[config.mk]
export PLATFORM = sky130hd
export DESIGN_NAME = plc_link_cfg
export DESIGN_NICKNAME = d
export VERILOG_FILES = /design/src/plc_pkg.sv /design/src/plc_strap_if.sv /design/src/plc_strap_sync.sv /design/src/plc_link_cfg.sv
export SDC_FILE = /design/constraint.sdc
export NUM_CORES = 1
export LEC_CHECK = 0
export ABC_AREA = 1
export BUFFER_PORTS_ARGS = -buffer_cell sky130_fd_sc_hd__buf_2
export CAP_MARGIN = 10
export CORE_ASPECT_RATIO = 0.8
export CORE_UTILIZATION = 55
export DETAILED_ROUTE_END_ITERATION = 16
export PLACE_DENSITY = 0.88
export SLEW_MARGIN = 20
export SYNTH_ARGS = -nofsm -noshare
export SYNTH_HDL_FRONTEND = slang
export SYNTH_SLANG_ARGS = --single-unit
[constraint.sdc]
create_clock -name CLK_I -period 5.1 [get_ports CLK_I]
set_input_delay 0.255 -clock CLK_I [delete_from_list [all_inputs] [get_ports CLK_I]]
set_output_delay 0.255 -clock CLK_I [all_outputs]
set_load 0.02 [all_outputs]
[src/plc_pkg.sv]
// constants, field layout and state types for the link configuration block
package plc_pkg;

   // ************************************************
   // structure
   // ************************************************
   localparam int PORTS = 2;               // two phy ports
   localparam int DATA_W = 16;             // register data width
   localparam int ADDR_W = 4;              // register address width
   localparam int SEED_W = 8;              // role tie-break seed width

   // ************************************************
   // register map: address = {1'b0, port, reg}
   // ************************************************
   localparam logic [1:0] REG_CTRL = 2'h0; // negotiation control
   localparam logic [1:0] REG_ADV = 2'h1;  // local advertisement
   localparam logic [1:0] REG_STAT = 2'h2; // status, read only

   // control register fields
   localparam int CTRL_AN_EN_BIT = 0;      // negotiation enable
   localparam int CTRL_RESTART_BIT = 1;    // restart, self clearing
   localparam int CTRL_ROLE_BIT = 2;       // role preference config

   // advertisement register fields
   localparam int ADV_ABL_BIT = 0;         // high level ability
   localparam int ADV_REQ_BIT = 1;         // high level request
   localparam int ADV_MST_BIT = 2;         // advertised role master

   // status register fields
   localparam int STAT_DONE_BIT = 0;       // negotiation done
   localparam int STAT_P_ABL_BIT = 1;      // partner ability
   localparam int STAT_P_REQ_BIT = 2;      // partner request
   localparam int STAT_P_MST_BIT = 3;      // partner role master
   localparam int STAT_HI_ABLE_BIT = 4;    // read-only strap ability
   localparam int STAT_TX_AMP_BIT = 5;     // amplitude in use
   localparam int STAT_ROLE_BIT = 6;       // role in use

   // ************************************************
   // reset values
   // ************************************************
   localparam logic AN_EN_RESET = 1'b1;    // negotiation on at reset
   localparam logic [PORTS-1:0] ROLE_RESET = 2'h1; // port 1 master
   localparam logic [2:0] STRAP_SETTLE = 3'h4; // cycles before defaults
   localparam logic [SEED_W-1:0] SEED_RESET = 8'h5A; // nonzero lfsr

   // negotiation sequencer states
   typedef enum logic [1:0] {AN_OFF, AN_SEND, AN_DONE} plc_an_state_e;

endpackage

[src/plc_strap_if.sv]
// carrier between the top and the strap pin synchroniser
interface plc_strap_if;
   logic raw;     // strap pin as it arrives
   logic level;   // filtered, synchronised level
   modport sync (input raw, output level);
   modport user (output raw, input level);
endinterface

[src/plc_strap_sync.sv]
// three flop synchroniser and agreement filter for one strap pin
module plc_strap_sync
   import plc_pkg::*;
(
   input wire logic CLK_I,
   input wire logic RST_I,
   plc_strap_if.sync strap
);

   // ************************************************
   // state
   // ************************************************
   logic s1_q, s2_q, s3_q, lvl_q;  // chain and accepted level
   logic s1_d, s2_d, s3_d, lvl_d;

   // next values: the first stage feeds only the second
   always_comb
   begin
      s1_d = strap.raw;
      s2_d = s1_q;
      s3_d = s2_q;
      lvl_d = lvl_q;
      // a change counts once stages two and three agree
      if (s2_q == s3_q)
      begin
         lvl_d = s3_q;
      end
   end

   // registers; low is the pulled-down, unconnected pin level
   always_ff @(posedge CLK_I)
   begin
      if (RST_I)
      begin
         s1_q <= 1'b0;
         s2_q <= 1'b0;
         s3_q <= 1'b0;
         lvl_q <= 1'b0;
      end
      else
      begin
         s1_q <= s1_d;
         s2_q <= s2_d;
         s3_q <= s3_d;
         lvl_q <= lvl_d;
      end
   end

   assign strap.level = lvl_q;

endmodule

[src/plc_link_cfg.sv]
// per-port amplitude, role and negotiation control for a two-port phy
module plc_link_cfg
   import plc_pkg::*;
(
   input wire logic CLK_I,
   input wire logic RST_I,
   input wire logic [ADDR_W-1:0] ADDR_I,
   input wire logic [DATA_W-1:0] WDATA_I,
   input wire logic WR_I,
   input wire logic RD_I,
   output logic [DATA_W-1:0] RDATA_O,
   input wire logic PORT1_HIGH_AMPLITUDE_STRAP_N_I,
   input wire logic PORT2_HIGH_AMPLITUDE_STRAP_N_I,
   input wire logic [PORTS-1:0] LINK_UP_I,
   input wire logic [PORTS-1:0] PAGE_RX_VALID_I,
   input wire logic [PORTS-1:0] PAGE_RX_ABILITY_I,
   input wire logic [PORTS-1:0] PAGE_RX_REQUEST_I,
   input wire logic [PORTS-1:0] PAGE_RX_MASTER_I,
   input wire logic [PORTS*SEED_W-1:0] PAGE_RX_SEED_I,
   output logic [PORTS-1:0] PAGE_TX_VALID_O,
   output logic [PORTS-1:0] PAGE_TX_ABILITY_O,
   output logic [PORTS-1:0] PAGE_TX_REQUEST_O,
   output logic [PORTS-1:0] PAGE_TX_MASTER_O,
   output logic [PORTS*SEED_W-1:0] PAGE_TX_SEED_O,
   output logic [PORTS-1:0] NEGOTIATION_DONE_O,
   output logic [PORTS-1:0] TX_AMPLITUDE_SELECT_O,
   output logic [PORTS-1:0] ROLE_MASTER_O
);

   // ************************************************
   // address decode
   // ************************************************

   // register address of one port's register
   function automatic logic [ADDR_W-1:0] reg_addr(input int port,
                                                  input logic [1:0] sel);
      logic [ADDR_W-1:0] a;
      a = {1'b0, port[0], sel};
      return a;
   endfunction

   // ************************************************
   // strap pins
   // ************************************************
   plc_strap_if strap_p1 ();   // port 1 strap carrier
   plc_strap_if strap_p2 ();   // port 2 strap carrier
   logic [PORTS-1:0] strap_lvl; // synchronised strap levels

   assign strap_p1.raw = PORT1_HIGH_AMPLITUDE_STRAP_N_I;
   assign strap_p2.raw = PORT2_HIGH_AMPLITUDE_STRAP_N_I;
   assign strap_lvl = {strap_p2.level, strap_p1.level};

   // pins arrive from the board, outside the clock domain
   plc_strap_sync u_sync_p1 (
      .CLK_I (CLK_I),
      .RST_I (RST_I),
      .strap (strap_p1.sync)
   );

   plc_strap_sync u_sync_p2 (
      .CLK_I (CLK_I),
      .RST_I (RST_I),
      .strap (strap_p2.sync)
   );

   // ************************************************
   // default loading and seed source
   // ************************************************
   logic [2:0] init_cnt_q, init_cnt_d;  // settle counter
   logic init_done_q, init_done_d;       // defaults loaded
   logic load_defaults;                  // one-cycle load pulse
   logic [SEED_W-1:0] lfsr_q, lfsr_d;    // free running seed source

   // wait for the synchroniser to settle, then load defaults once;
   // the strap is caught after reset release, never under reset
   always_comb
   begin
      init_cnt_d = init_cnt_q;
      init_done_d = init_done_q;
      load_defaults = 1'b0;
      if (!init_done_q)
      begin
         if (init_cnt_q == STRAP_SETTLE)
         begin
            load_defaults = 1'b1;
            init_done_d = 1'b1;
         end
         else
         begin
            init_cnt_d = init_cnt_q + 3'h1;
         end
      end
      // maximal length taps keep the seed from sticking at zero
      lfsr_d = {lfsr_q[SEED_W-2:0],
                lfsr_q[7] ^ lfsr_q[5] ^ lfsr_q[4] ^ lfsr_q[3]};
   end

   // registers of the shared logic
   always_ff @(posedge CLK_I)
   begin
      if (RST_I)
      begin
         init_cnt_q <= 3'h0;
         init_done_q <= 1'b0;
         lfsr_q <= SEED_RESET;
      end
      else
      begin
         init_cnt_q <= init_cnt_d;
         init_done_q <= init_done_d;
         lfsr_q <= lfsr_d;
      end
   end

   // ************************************************
   // per-port negotiation
   // ************************************************
   logic [DATA_W-1:0] port_rd [PORTS]; // per-port read word

   genvar p;
   generate
      for (p = 0; p < PORTS; p++)
      begin : g_port
         // control and advertisement
         logic an_en_q, an_en_d;           // negotiation enable
         logic role_cfg_q, role_cfg_d;     // role preference config
         logic adv_abl_q, adv_abl_d;       // advertised ability
         logic adv_req_q, adv_req_d;       // advertised request
         logic adv_mst_q, adv_mst_d;       // advertised role
         // negotiation state
         plc_an_state_e st_q, st_d;        // sequencer state
         logic done_q, done_d;             // negotiation done
         logic p_abl_q, p_abl_d;           // partner ability
         logic p_req_q, p_req_d;           // partner request
         logic p_mst_q, p_mst_d;           // partner role
         logic [SEED_W-1:0] seed_q, seed_d; // local tie-break seed
         logic res_hi_q, res_hi_d;         // resolved amplitude
         logic tx_amp_q, tx_amp_d;         // amplitude to the driver
         logic page_vld_q, page_vld_d;     // page being offered
         logic link_q, link_d;             // link level last cycle
         // helpers
         logic hi_en;                      // high-level mode active
         logic wr_ctrl, wr_adv;            // register write hits
         logic restart, link_drop;         // restart causes
         logic [SEED_W-1:0] rx_seed;       // partner seed
         logic role_win;                   // local side takes master
         logic role_tie;                   // arbitration undecided

         // strap low (pull-down) selects high-level mode
         assign hi_en = ~strap_lvl[p];
         assign rx_seed = PAGE_RX_SEED_I[p*SEED_W +: SEED_W];

         // arbitration and next values of one port
         always_comb
         begin
            wr_ctrl = WR_I && (ADDR_I == reg_addr(p, REG_CTRL));
            wr_adv = WR_I && (ADDR_I == reg_addr(p, REG_ADV));
            restart = wr_ctrl && WDATA_I[CTRL_RESTART_BIT];
            link_drop = link_q && !LINK_UP_I[p];
            // differing preferences settle it; else higher seed leads
            role_tie = 1'b0;
            if (adv_mst_q != PAGE_RX_MASTER_I[p])
            begin
               role_win = adv_mst_q;
            end
            else
            begin
               role_win = (seed_q > rx_seed);
               role_tie = (seed_q == rx_seed);
            end
            an_en_d = an_en_q;
            role_cfg_d = role_cfg_q;
            adv_abl_d = adv_abl_q;
            adv_req_d = adv_req_q;
            adv_mst_d = adv_mst_q;
            st_d = st_q;
            done_d = done_q;
            p_abl_d = p_abl_q;
            p_req_d = p_req_q;
            p_mst_d = p_mst_q;
            seed_d = seed_q;
            res_hi_d = res_hi_q;
            link_d = LINK_UP_I[p];
            // software writes of control and advertisement
            if (wr_ctrl)
            begin
               an_en_d = WDATA_I[CTRL_AN_EN_BIT];
               role_cfg_d = WDATA_I[CTRL_ROLE_BIT];
            end
            if (load_defaults)
            begin
               adv_abl_d = hi_en;
               adv_req_d = hi_en;
            end
            else if (wr_adv)
            begin
               adv_mst_d = WDATA_I[ADV_MST_BIT];
               // level bits are locked in low-only mode
               if (hi_en)
               begin
                  adv_abl_d = WDATA_I[ADV_ABL_BIT];
                  adv_req_d = WDATA_I[ADV_REQ_BIT];
               end
            end
            // a low-only port stops advertising the high level once its strap level settles
            if (!hi_en)
            begin
               adv_abl_d = 1'b0;
               adv_req_d = 1'b0;
            end
            // sequencer
            case (st_q)
               AN_OFF:
               begin
                  done_d = 1'b0;
                  if (an_en_d)
                  begin
                     st_d = AN_SEND;
                     seed_d = lfsr_q;
                  end
               end
               AN_SEND:
               begin
                  if (!an_en_d)
                  begin
                     st_d = AN_OFF;
                  end
                  else if (restart)
                  begin
                     seed_d = lfsr_q;
                  end
                  else if (PAGE_RX_VALID_I[p])
                  begin
                     // capture partner page, compare, elect
                     p_abl_d = PAGE_RX_ABILITY_I[p];
                     p_req_d = PAGE_RX_REQUEST_I[p];
                     p_mst_d = PAGE_RX_MASTER_I[p];
                     res_hi_d = adv_abl_q && PAGE_RX_ABILITY_I[p] &&
                        (adv_req_q || PAGE_RX_REQUEST_I[p]);
                     if (role_tie)
                     begin
                        // equal seeds: offer a fresh page
                        seed_d = lfsr_q;
                     end
                     else
                     begin
                        st_d = AN_DONE;
                        done_d = 1'b1;
                        role_cfg_d = role_win;
                     end
                  end
               end
               AN_DONE:
               begin
                  if (!an_en_d)
                  begin
                     st_d = AN_OFF;
                  end
                  else if (restart || link_drop)
                  begin
                     // restart without software on link loss
                     st_d = AN_SEND;
                     done_d = 1'b0;
                     seed_d = lfsr_q;
                  end
               end
               default:
               begin
                  st_d = AN_OFF;
               end
            endcase
            // disabled: fixed by strap and request; enabled: resolved
            if (an_en_d)
            begin
               tx_amp_d = done_d && res_hi_d;
            end
            else
            begin
               tx_amp_d = hi_en && adv_req_d;
            end
            page_vld_d = (st_d == AN_SEND);
         end

         // registers of one port
         always_ff @(posedge CLK_I)
         begin
            if (RST_I)
            begin
               an_en_q <= AN_EN_RESET;
               role_cfg_q <= ROLE_RESET[p];
               adv_mst_q <= ROLE_RESET[p];
               adv_abl_q <= 1'b1;
               adv_req_q <= 1'b1;
               st_q <= AN_OFF;
               done_q <= 1'b0;
               p_abl_q <= 1'b0;
               p_req_q <= 1'b0;
               p_mst_q <= 1'b0;
               seed_q <= SEED_RESET;
               res_hi_q <= 1'b0;
               tx_amp_q <= 1'b0;
               page_vld_q <= 1'b0;
               link_q <= 1'b0;
            end
            else
            begin
               an_en_q <= an_en_d;
               role_cfg_q <= role_cfg_d;
               adv_mst_q <= adv_mst_d;
               adv_abl_q <= adv_abl_d;
               adv_req_q <= adv_req_d;
               st_q <= st_d;
               done_q <= done_d;
               p_abl_q <= p_abl_d;
               p_req_q <= p_req_d;
               p_mst_q <= p_mst_d;
               seed_q <= seed_d;
               res_hi_q <= res_hi_d;
               tx_amp_q <= tx_amp_d;
               page_vld_q <= page_vld_d;
               link_q <= link_d;
            end
         end

         // outputs straight from flops
         assign PAGE_TX_VALID_O[p] = page_vld_q;
         assign PAGE_TX_ABILITY_O[p] = adv_abl_q;
         assign PAGE_TX_REQUEST_O[p] = adv_req_q;
         assign PAGE_TX_MASTER_O[p] = adv_mst_q;
         assign PAGE_TX_SEED_O[p*SEED_W +: SEED_W] = seed_q;
         assign NEGOTIATION_DONE_O[p] = done_q;
         assign TX_AMPLITUDE_SELECT_O[p] = tx_amp_q;
         assign ROLE_MASTER_O[p] = role_cfg_q;

         // read word of the port selected by the address
         always_comb
         begin
            port_rd[p] = '0;
            if (ADDR_I == reg_addr(p, REG_CTRL))
            begin
               // restart reads back as zero, it only pulses
               port_rd[p][CTRL_AN_EN_BIT] = an_en_q;
               port_rd[p][CTRL_ROLE_BIT] = role_cfg_q;
            end
            else if (ADDR_I == reg_addr(p, REG_ADV))
            begin
               port_rd[p][ADV_ABL_BIT] = adv_abl_q;
               port_rd[p][ADV_REQ_BIT] = adv_req_q;
               port_rd[p][ADV_MST_BIT] = adv_mst_q;
            end
            else if (ADDR_I == reg_addr(p, REG_STAT))
            begin
               port_rd[p][STAT_DONE_BIT] = done_q;
               port_rd[p][STAT_P_ABL_BIT] = p_abl_q;
               port_rd[p][STAT_P_REQ_BIT] = p_req_q;
               port_rd[p][STAT_P_MST_BIT] = p_mst_q;
               port_rd[p][STAT_HI_ABLE_BIT] = hi_en;
               port_rd[p][STAT_TX_AMP_BIT] = tx_amp_q;
               port_rd[p][STAT_ROLE_BIT] = role_cfg_q;
            end
         end
      end
   endgenerate

   // ************************************************
   // register read port
   // ************************************************
   logic [DATA_W-1:0] rdata_q, rdata_d; // read data, one cycle late

   // unmapped addresses read zero; data stand for one cycle only
   always_comb
   begin
      rdata_d = '0;
      if (RD_I)
      begin
         rdata_d = port_rd[0] | port_rd[1];
      end
   end

   // read data register
   always_ff @(posedge CLK_I)
   begin
      if (RST_I)
      begin
         rdata_q <= '0;
      end
      else
      begin
         rdata_q <= rdata_d;
      end
   end

   assign RDATA_O = rdata_q;

endmodule

==> results_dict.tcl, run 1 <==
set metrics [dict create \
    fin_crit_ns 2.05 \
    worstPathArrival_ns 2.30 \
    vdd.ir_drop.worst_uv 204 \
    final.setup_skew_ns 0.00707 \
    h-tree-depth 3 \
    rsz0062_at_grt "false" \
    n_fill_cell 559 \
    syn_area_mm2 0.00369 \
    hold_viol 0 \
    synthDistinctLibCells 40 \
    drc 0 \
    post-route-period-util 0.403 \
    synth_edf_count 0 \
    rows 26 \
    ant_nets 0 \
    critPathTopFamily "simple AND/OR/NAND/NOR gates" \
    wl_met3_um 671 \
    ys_seq_area_frac 0.396 \
    drt-initial-drc-count 252 \
    cap_violations 0 \
    nNetsFinal 637 \
    seq_area_mm2 0.00146 \
    postSynthCellCount 507 \
    detail_route.first_pass.iterations 5 \
    grt_max_degree 36 \
    setup_tns_ns 0 \
    mostFrequentLayoutCells "nand2_1, buf_2, dfxtp_1" \
    synth_warnings 0 \
    clockBufferDepth 2 \
    met2WireLength_mm 4.10 \
    area_delta_synth_final_pct 13.6 \
    vias_per_cell 5.31 \
    die_h_um 75.3 \
    crit_chain "ha_1 -> nand2_1 -> nor2_1 -> nand2_1 -> nor2_1 -> nand2_1 -> nand3_1 -> nand2_2 -> o21ai_0 -> nor2_1" \
    crit_fanout 12 \
    grt_overflow_total 0 \
    wl_met1_mm 3.83 \
    path_class "flop to flop" \
    synth-async-reset-ratio 0 \
    crit_path_max_incr_delay_ns 0.35 \
    relSlewSlack 0.293 \
    wire_per_inst_um 13.4 \
    timing.fmax_mhz 487 \
    avgSynthCellArea_um2 7.29 \
    finalSetupViolations 0 \
    placed_cells 640 \
    critPathCaptureType "flop" \
    dieWidth_um 93.6 \
    clk_latency_ns 0.35 \
    io_pins 98 \
    highest_layer "met4" \
    gp_congestion 0.895 \
    grt_pass1_vias 3174 \
    required_ns 5.35 \
    antenna_found_initial 0 \
    coreArea_mm2 0.00644 \
    tightest_slew_ns 1.06 \
    final_common_cell "nand2_1" \
    crit_slowest_cell "dfxtp_1" \
    synth_seq_cells 73 \
    startpoint_type "flop" \
    postCtsSetupRepairBufs 0 \
    antennaDiodeCount 0 \
    initial_core_util 0.573 \
    cts_tree "done" \
    numCtsBuffers 9 \
    vias 3481 \
    synthFlopType "dfxtp_1" \
    p_leak_nw 2.12 \
    status "finished, final reports clean" \
    track_usage 0.259 \
    clkSinkCount 73 \
    postCtsResizedCells 0 \
    hpwl_mm 6.46 \
    worst_hold_path_type "primary input to flop" \
    root_buffer "clkbuf_8" \
    fin_cells 656 \
    critical_path_buf_inv_count 0 \
    dieArea_mm2 0.00705 \
    port_buffers 75 \
    slew_viol_final 0 \
    p_per_area_mw_per_mm2 346 \
    multiInputGateArea_mm2 0.00175 \
    drive_gt1_frac 0.203 \
    totalWireLength_mm 8.82 \
    cts_hold_buf 0 \
    cts.clk_slew.worst_paths_ns 0.08 \
    grt_pass1_wl_mm 14.1 \
]
==> through the flow <==
stage / area (um2) / utilization / setup WS (ns) / hold slack, ns / total power [mW]
floorplan: 3720 / - / 3.35 / 0.323 / 0.887
CTS: 4190 / 0.651 / 3.04 / 0.0915 / 1.46
global route: 4190 / 0.651 / 2.92 / 0.108 / 1.53
finish: 4190 / 0.651 / 3.05 / 0.106 / 1.45
global placement: 3980 / 0.617 / 2.95 / 0.390 / 0.945
detailed placement: 3980 / 0.617 / 2.92 / 0.398 / 0.963
==> logic make-up after synthesis <==
| kind of cell | Yosys count | synth area share |
|---|---|---|
| other | 1 | 0.00102 |
| DFF | 73 | 0.396 |
| AOI/OAI and AO/OA | 82 | 0.132 |
| adders and majority gates | 18 | 0.0610 |
| xor gates and xnor gates | 2 | 0.00474 |
| buffers and inverters | 108 | 0.138 |
| and+or+nand+nor | 223 | 0.268 |
==> flip-flops by register name, summed over array words and instances (netlist names), 2 cells and up <==
signal / count
g_port.adv_abl_q: 2
g_port.done_q: 2
g_port.link_q: 2
g_port.adv_req_q: 2
g_port.tx_amp_q: 2
g_port.p_mst_q: 2
lfsr_q: 8
g_port.seed_q: 16
g_port.an_en_q: 2
g_port.p_abl_q: 2
g_port.page_vld_q: 2
RDATA_O: 7
init_cnt_q: 3
g_port.st_q: 4
g_port.role_cfg_q: 2
g_port.p_req_q: 2
g_port.adv_mst_q: 2
g_port.res_hi_q: 2
==> routing by layer <==
layer	global-route usage	vias to the layer above
li1	-	1721
met1	0.324	1552
met2	0.426	173
met3	0.0729	35
met4	0.111	0
met5	0	-
==> Yosys cell counts (2+ instances only) <==
| cell | n | area share |
|---|---|---|
| nand2_1 | 91 | 0.092 |
| dfxtp_1 | 73 | 0.40 |
| inv_1 | 70 | 0.071 |
| nor2_1 | 70 | 0.071 |
| a21oi_1 | 35 | 0.047 |
| nand3_1 | 35 | 0.047 |
| buf_4 | 24 | 0.049 |
| o21ai_0 | 22 | 0.030 |
| ha_1 | 18 | 0.061 |
| nand4_1 | 8 | 0.014 |
| clkbuf_1 | 6 | 0.0061 |
| o22ai_1 | 5 | 0.0085 |
| nand2_2 | 4 | 0.0068 |
| o21ai_1 | 4 | 0.0054 |
| a41oi_1 | 3 | 0.0071 |
| buf_2 | 3 | 0.0041 |
| inv_2 | 3 | 0.0030 |
| nand3_2 | 3 | 0.0081 |
| o211ai_2 | 3 | 0.010 |
| or2_2 | 3 | 0.0051 |
| a211oi_1 | 2 | 0.0041 |
| a21oi_2 | 2 | 0.0047 |
| nand4_2 | 2 | 0.0068 |
| nor3_1 | 2 | 0.0027 |
==> path summary, 6_finish.rpt <==
check | startpoint | endpoint | slack (ns) | depth (start not counted)
worst max-delay path | g_port[1].seed_q[7]$_SDFFE_PP0P_ | g_port[1].seed_q[7]$_SDFFE_PP0P_ | 3.05 | 10
worst min-delay path | PORT1_HIGH_AMPLITUDE_STRAP_N_I | u_sync_p1.s1_q$_SDFF_PP0_ | 0.11 | 3
worst max register to register | g_port[1].seed_q[7]$_SDFFE_PP0P_ | g_port[1].seed_q[7]$_SDFFE_PP0P_ | 3.05 | 10
worst min register to register | u_sync_p1.s1_q$_SDFF_PP0_ | u_sync_p1.s2_q$_SDFF_PP0_ | 0.41 | 2
==> cell type report <==
type | count | share of cell area
Clock buffer | 10 | 0.0304
Clock inverter | 6 | 0.0218
Inverter | 74 | 0.0665
Multi-Input combinational cell | 334 | 0.418
Sequential cell | 73 | 0.348
Tap cell | 84 | 0.0251
Timing Repair Buffer | 75 | 0.0895
==> where the power goes <==
group          switching, mW  total [mW]  internal [mW]
clock                  0.219       0.497          0.278
sequential            0.0366       0.655          0.619
combinational          0.197       0.301          0.104
==> tightest hold or removal path: stages <==
cell and delay, ns:
buf_2 0.09, inv_1 0.04, nor2_1 0.03
(Power assumes the default switching activity.)
==> run 2, diff against run 1 <==
--- a/config.mk
+++ b/config.mk
@@ -9,9 +9,9 @@
 export BUFFER_PORTS_ARGS = -buffer_cell sky130_fd_sc_hd__buf_2
 export CAP_MARGIN = 10
 export CORE_ASPECT_RATIO = 0.8
-export CORE_UTILIZATION = 55
+export CORE_UTILIZATION = 53
 export DETAILED_ROUTE_END_ITERATION = 16
-export PLACE_DENSITY = 0.88
+export PLACE_DENSITY = 0.85
 export SLEW_MARGIN = 20
 export SYNTH_ARGS = -nofsm -noshare
 export SYNTH_HDL_FRONTEND = slang
==> constraint.sdc (replaced) <==
create_clock -name CLK_I -period 2 [get_ports CLK_I]
set_input_delay 0.1 -clock CLK_I [delete_from_list [all_inputs] [get_ports CLK_I]]
set_output_delay 0.1 -clock CLK_I [all_outputs]
set_load 0.02 [all_outputs]
==> results_dict.tcl, run 2 (same netlist as run 1, synthesis figures left out) <==
set metrics [dict create \
    status "finished, final reports clean" \
    required_ns 2.29 \
    reg2reg_depth 11 \
    port_buffers 75 \
    dieWidth_um 95.3 \
    io_pins 98 \
    drive_gt1_frac 0.211 \
    finalSetupViolations 0 \
    hpwl_mm 6.27 \
    clkSinkCount 73 \
    p_leak_nw 2.16 \
    rsz0062_at_grt "false" \
    multiInputGateArea_mm2 0.00176 \
    die_h_um 76.7 \
    cts.clk_slew.worst_paths_ns 0.09 \
    hold_viol 0 \
    critPathCaptureType "flop" \
    h-tree-depth 3 \
    worst_hold_path_type "primary input to flop" \
    post-route-period-util 0.889 \
    crit_fanout 12 \
    grt_pass1_wl_mm 13.9 \
    slew_viol_final 0 \
    startpoint "g_port[1].seed_q[7]$_SDFFE_PP0P_" \
    totalWireLength_mm 8.50 \
    timing.fmax_mhz 563 \
    worstPathArrival_ns 2.07 \
    drc 0 \
    final_common_cell "nand2_1" \
    track_usage 0.245 \
    mostFrequentLayoutCells "nand2_1, buf_2, dfxtp_1" \
    antennaDiodeCount 0 \
    coreArea_mm2 0.00657 \
    cap_violations 0 \
    cts_tree "done" \
    worstHoldStart "PAGE_RX_ABILITY_I[0]" \
    setup_tns_ns 0 \
    antenna_found_initial 0 \
    path_class "flop to flop" \
    p_per_area_mw_per_mm2 820 \
    fin_cells 668 \
    root_buffer "clkbuf_8" \
    vias 3450 \
    rows 26 \
    vias_per_cell 5.16 \
    nNetsFinal 649 \
    dieArea_mm2 0.00731 \
    detail_route.first_pass.iterations 5 \
    fin_crit_ns 1.78 \
    n_fill_cell 564 \
    vdd.ir_drop.worst_uv 315 \
    startpoint_type "flop" \
    wire_per_inst_um 12.7 \
    hold_depth 3 \
    final.setup_skew_ns 0.0165 \
    ant_nets 0 \
    largest_register_ffs 16 \
    gp_congestion 0.890 \
    initial_core_util 0.562 \
    numCtsBuffers 9 \
    reg2reg_from "g_port[1].seed_q[7]$_SDFFE_PP0P_" \
    area_delta_synth_final_pct 15.4 \
    postCtsSetupRepairBufs 0 \
    drt-initial-drc-count 216 \
    clockBufferDepth 2 \
    clk_latency_ns 0.36 \
    grt_max_degree 32 \
    grt_overflow_total 0 \
    top_register "g_port.seed_q" \
    grt_pass1_vias 3113 \
    seq_area_mm2 0.00146 \
    placed_cells 646 \
]
==> run 2: cell count changes in the layout (fill, tap and decap cells not counted), moves of 2 or more <==
cell	previous run	this run
bufinv_16	2	0
buf_4	0	6
clkinv_2	2	4
dlygate4sd3_1	0	6
==> run 2: worst max-delay path: stages (launching register included) <==
cell and delay [ns]:
dfxtp_1 0.34, ha_1 0.29, nand2_1 0.09, nor2_1 0.14
nand2_1 0.10, nor2_1 0.18, nand2_1 0.07, nand3_1 0.11
nand2_4 0.13, inv_2 0.11, nor2_1 0.04, nor2_1 0.10
==> run 2: timing repair <==
item,CTS,global route
setup endpoints to repair,0,3
hold buffers,6,0
resized for setup,0,2
hold endpoints to repair,6,0
==> run 2: cell type report <==
cell class | count | area share
Sequential cell | 73 | 0.343
Clock inverter | 6 | 0.00968
Inverter | 74 | 0.0654
Multi-Input combinational cell | 334 | 0.413
Tap cell | 84 | 0.0246
Timing Repair Buffer | 87 | 0.113
Clock buffer | 10 | 0.0323
==> run 2: worst paths after layout <==
check	to	slack (ns)
setup reg to reg	g_port[1].seed_q[2]$_SDFFE_PP0P_	0.22
hold reg to reg	u_sync_p1.s2_q$_SDFF_PP0_	0.41
hold / removal	g_port[0].p_abl_q$_SDFFE_PP0P_	0.02
setup / recovery	g_port[1].seed_q[2]$_SDFFE_PP0P_	0.22
==> run 2: routing by layer <==
layer	track usage	wire length [um]
met2	0.374	3730
met1	0.328	3860
met5	0	0
met3	0.0774	750
met4	0.0712	150
==> run 2: power breakdown <==
part | switching, mW | total, mW | internal, mW | leakage (nW)
logic | 0.496 | 0.775 | 0.280 | 1.46
registers | 0.0928 | 1.67 | 1.58 | 0.601
clock network | 0.565 | 1.05 | 0.486 | 0.0964
total | 1.15 | 3.50 | 2.34 | 2.16
==> run 2: through the flow <==
| step | util | area, um2 | hold WS, ns | total power, mW | setup slack (ns) |
|---|---|---|---|---|---|
| after floorplan | - | 3720 | 0.168 | 2.26 | 0.254 |
| after global placement | 0.612 | 4020 | 0.309 | 2.42 | 0.240 |
| after detailed placement | 0.612 | 4020 | 0.306 | 2.46 | 0.151 |
| after CTS | 0.648 | 4260 | 0.00664 | 3.51 | 0.121 |
| after global routing | 0.649 | 4260 | 0.0352 | 3.69 | 0.0388 |
| final | 0.649 | 4260 | 0.0200 | 3.50 | 0.223 |
==> run 3, diff against run 2 <==
--- a/config.mk
+++ b/config.mk
@@ -15,4 +15,5 @@
 export SLEW_MARGIN = 20
 export SYNTH_ARGS = -nofsm -noshare
 export SYNTH_HDL_FRONTEND = slang
+export SYNTH_HIERARCHICAL = 1
 export SYNTH_SLANG_ARGS = --single-unit
==> results_dict.tcl, run 3 <==
set metrics [dict create \
    clockBufferDepth 2 \
    p_per_area_mw_per_mm2 833 \
    h-tree-depth 3 \
    whs_endpoint "g_port[1].p_abl_q$_SDFFE_PP0P_" \
    dieArea_mm2 0.00718 \
    ant_nets 0 \
    fin_crit_ns 1.90 \
    timing.fmax_mhz 527 \
    hold-worst-slack_ns 0.0151 \
    clkSinkCount 73 \
    grt_overflow_total 0 \
    p_leak_nw 2.24 \
    gp_congestion 0.945 \
    startpoint_type "flop" \
    cts_tree "done" \
    synthFlopType "dfxtp_1" \
    reg2reg_from "g_port[0].seed_q[5]$_SDFFE_PP0P_" \
    placed_cells 642 \
    synth_edf_count 0 \
    synth-async-reset-ratio 0 \
    final.setup_skew_ns 0.00823 \
    setup_tns_ns 0 \
    power.share.sequential 0.462 \
    crit_slowest_cell "dfxtp_2" \
    yosys-top-cells-count "nand2_1, inv_1, dfxtp_1" \
    yosysMostFrequentCell "nand2_1" \
    vdd.ir_drop.worst_uv 548 \
    vias 3500 \
    wire_per_inst_um 13.5 \
    final_common_cell "nand2_1" \
    power.internal_mw 2.45 \
    initial_core_util 0.557 \
    io_pins 98 \
    fin_util 0.672 \
    rows 26 \
    avgSynthCellArea_um2 7.31 \
    hold_viol 0 \
    crit_chain "ha_4 -> nand2_1 -> nor2_2 -> nand4_1 -> nor2_2 -> nand2_2 -> a21oi_4 -> buf_6 -> o21ai_1 -> nor2_1" \
    area_delta_synth_final_pct 20.7 \
    status "finished, final reports clean" \
    crit_path_max_incr_delay_ns 0.34 \
    cts.clk_slew.worst_paths_ns 0.08 \
    coreArea_mm2 0.00651 \
    ys_top_cells_by_area "dfxtp_1, nand2_1, inv_1" \
    top_register "g_port.seed_q" \
    critPathCaptureType "flop" \
    dieWidth_um 94.5 \
    synth_seq_cells 73 \
    detail_route.first_pass.iterations 5 \
    hold_depth 3 \
    path_class "flop to flop" \
    mostFrequentLayoutCells "nand2_1, inv_1, buf_2" \
    nNetsFinal 649 \
    crit_fanout 4 \
    n_fill_cell 523 \
    grt_pass1_wl_mm 13.9 \
    die_h_um 76.0 \
    required_ns 2.28 \
    tightest_slew_ns 0.518 \
    finalSetupViolations 0 \
    syn_area_mm2 0.00362 \
    ys_seq_area_frac 0.403 \
    p_sw_frac 0.329 \
    post-route-period-util 0.949 \
    relSlewSlack 0.652 \
    drt-initial-drc-count 360 \
    cap_violations 0 \
    r2r_slack_ns 0.10 \
    p_comb_frac 0.248 \
    grt_max_degree 32 \
    synth_top_area_frac 0.403 \
    synthDistinctLibCells 37 \
    fin_cells 667 \
    crit_top_cell "nor2_2" \
    slew_viol_final 0 \
    postSynthCellCount 496 \
    antenna_found_initial 0 \
    critical_path_buf_inv_count 1 \
    vias_per_cell 5.25 \
    drive_gt1_frac 0.245 \
    finalPower_mw 3.64 \
    p_sw_mw 1.20 \
    critPathTopFamily "simple AND/OR/NAND/NOR gates" \
    design_area_mm2 0.00437 \
    port_buffers 75 \
    hpwl_mm 6.46 \
    layout_setup_ws_ns 0.101 \
    antennaDiodeCount 0 \
    post-place-ws_ns -0.0587 \
    worst_hold_path_type "primary input to flop" \
    root_buffer "clkbuf_8" \
    power_frac_clock 0.290 \
    place_area_mm2 0.00401 \
    totalWireLength_mm 8.98 \
    clk_latency_ns 0.35 \
    grt_pass1_vias 3227 \
    worstHoldStart "PAGE_RX_ABILITY_I[1]" \
    yosysTopAreaCell "dfxtp_1" \
    synth_warnings 6 \
    numCtsBuffers 9 \
    reg2reg_depth 10 \
    track_usage 0.250 \
    r2r-end "g_port[0].seed_q[7]$_SDFFE_PP0P_" \
    drc 0 \
    worstPathArrival_ns 2.18 \
    largest_register_ffs 16 \
]
run 3: changes by cell type in the layout (fill, tap and decap cells not counted), moves of 3 or more:
cell and change:
nand2_1 +10, inv_1 +5, ha_1 -4, nor2_2 +7
dfxtp_2 +4, o22ai_1 -5, o21ai_1 +3, nand3_1 -14
nor2_1 -27, buf_4 +5, a21oi_1 +8, nand2_2 +3
dfxtp_1 -4, ha_4 +4
run 3: repair_timing:
item,CTS,global route
hold buffers,7,0
setup endpoints to repair,8,17
buffers inserted,0,2
cloned,0,1
resized for setup,1,22
pin swaps,0,7
endpoints found under the hold margin,7,0
run 3: cells by family (layout without fill, tap and decap cells):
logic type	after synthesis	after routing	share of synthesized area
AO/OA/AOI/OAI	90	90	0.145
XOR/XNOR	2	2	0.00483
adder cells (fa/ha/maj)	18	18	0.0621
buffers and inverters	111	189	0.141
flip-flops	73	73	0.403
other	1	9	0.00103
AND/OR/NAND/NOR	201	202	0.243
run 3: worst max path at each step:
stage | startpoint | to | depth (start not counted)
CTS | g_port[1].seed_q[7]$_SDFFE_PP0P_ | g_port[1].seed_q[7]$_SDFFE_PP0P_ | 10
finish | g_port[0].seed_q[5]$_SDFFE_PP0P_ | g_port[0].seed_q[7]$_SDFFE_PP0P_ | 10
floorplan | g_port[1].seed_q[0]$_SDFFE_PP0P_ | g_port[1].seed_q[1]$_SDFFE_PP1P_ | 12
detailed placement | g_port[1].seed_q[7]$_SDFFE_PP0P_ | g_port[1].seed_q[7]$_SDFFE_PP0P_ | 10
global route | g_port[0].seed_q[5]$_SDFFE_PP0P_ | g_port[0].seed_q[7]$_SDFFE_PP0P_ | 10
global placement | g_port[1].seed_q[7]$_SDFFE_PP0P_ | g_port[1].seed_q[0]$_SDFFE_PP0P_ | 10
run 3: cell type report:
| class | instances | area [um2] | area share |
|---|---|---|---|
| multi-input combinational | 321 | 1770 | 0.405 |
| sequential | 73 | 1470 | 0.335 |
| timing repair buffer | 95 | 551 | 0.126 |
| inverter | 79 | 300 | 0.0686 |
| clock buffer | 11 | 151 | 0.0346 |
| tap | 84 | 105 | 0.0240 |
| clock inverter | 4 | 28.8 | 0.00658 |
run 3: routing by layer:
metal / track usage / vias to the layer above / part of all wire
li1: - / 1732 / -
met1: 0.313 / 1587 / 0.42
met2: 0.386 / 160 / 0.46
met3: 0.0818 / 21 / 0.090
met4: 0.118 / 0 / 0.026
met5: 0 / - / 0
run 3: power groups by stage:
stage | registers (mW) | logic (mW) | clock network, mW
final | 1.68 | 0.905 | 1.06
after global placement | 1.70 | 0.771 | 0
after global routing | 1.70 | 1.01 | 1.13
after detailed placement | 1.70 | 0.817 | 0
after CTS | 1.67 | 0.835 | 1.06
after floorplan | 1.75 | 0.531 | 0
run 3: tightest hold or removal path, delay by kind of cell:
kind / cells / cell delay, ns
compound gates: 1 / 0.06
buf+inv: 1 / 0.10
simple gates: 1 / 0.06
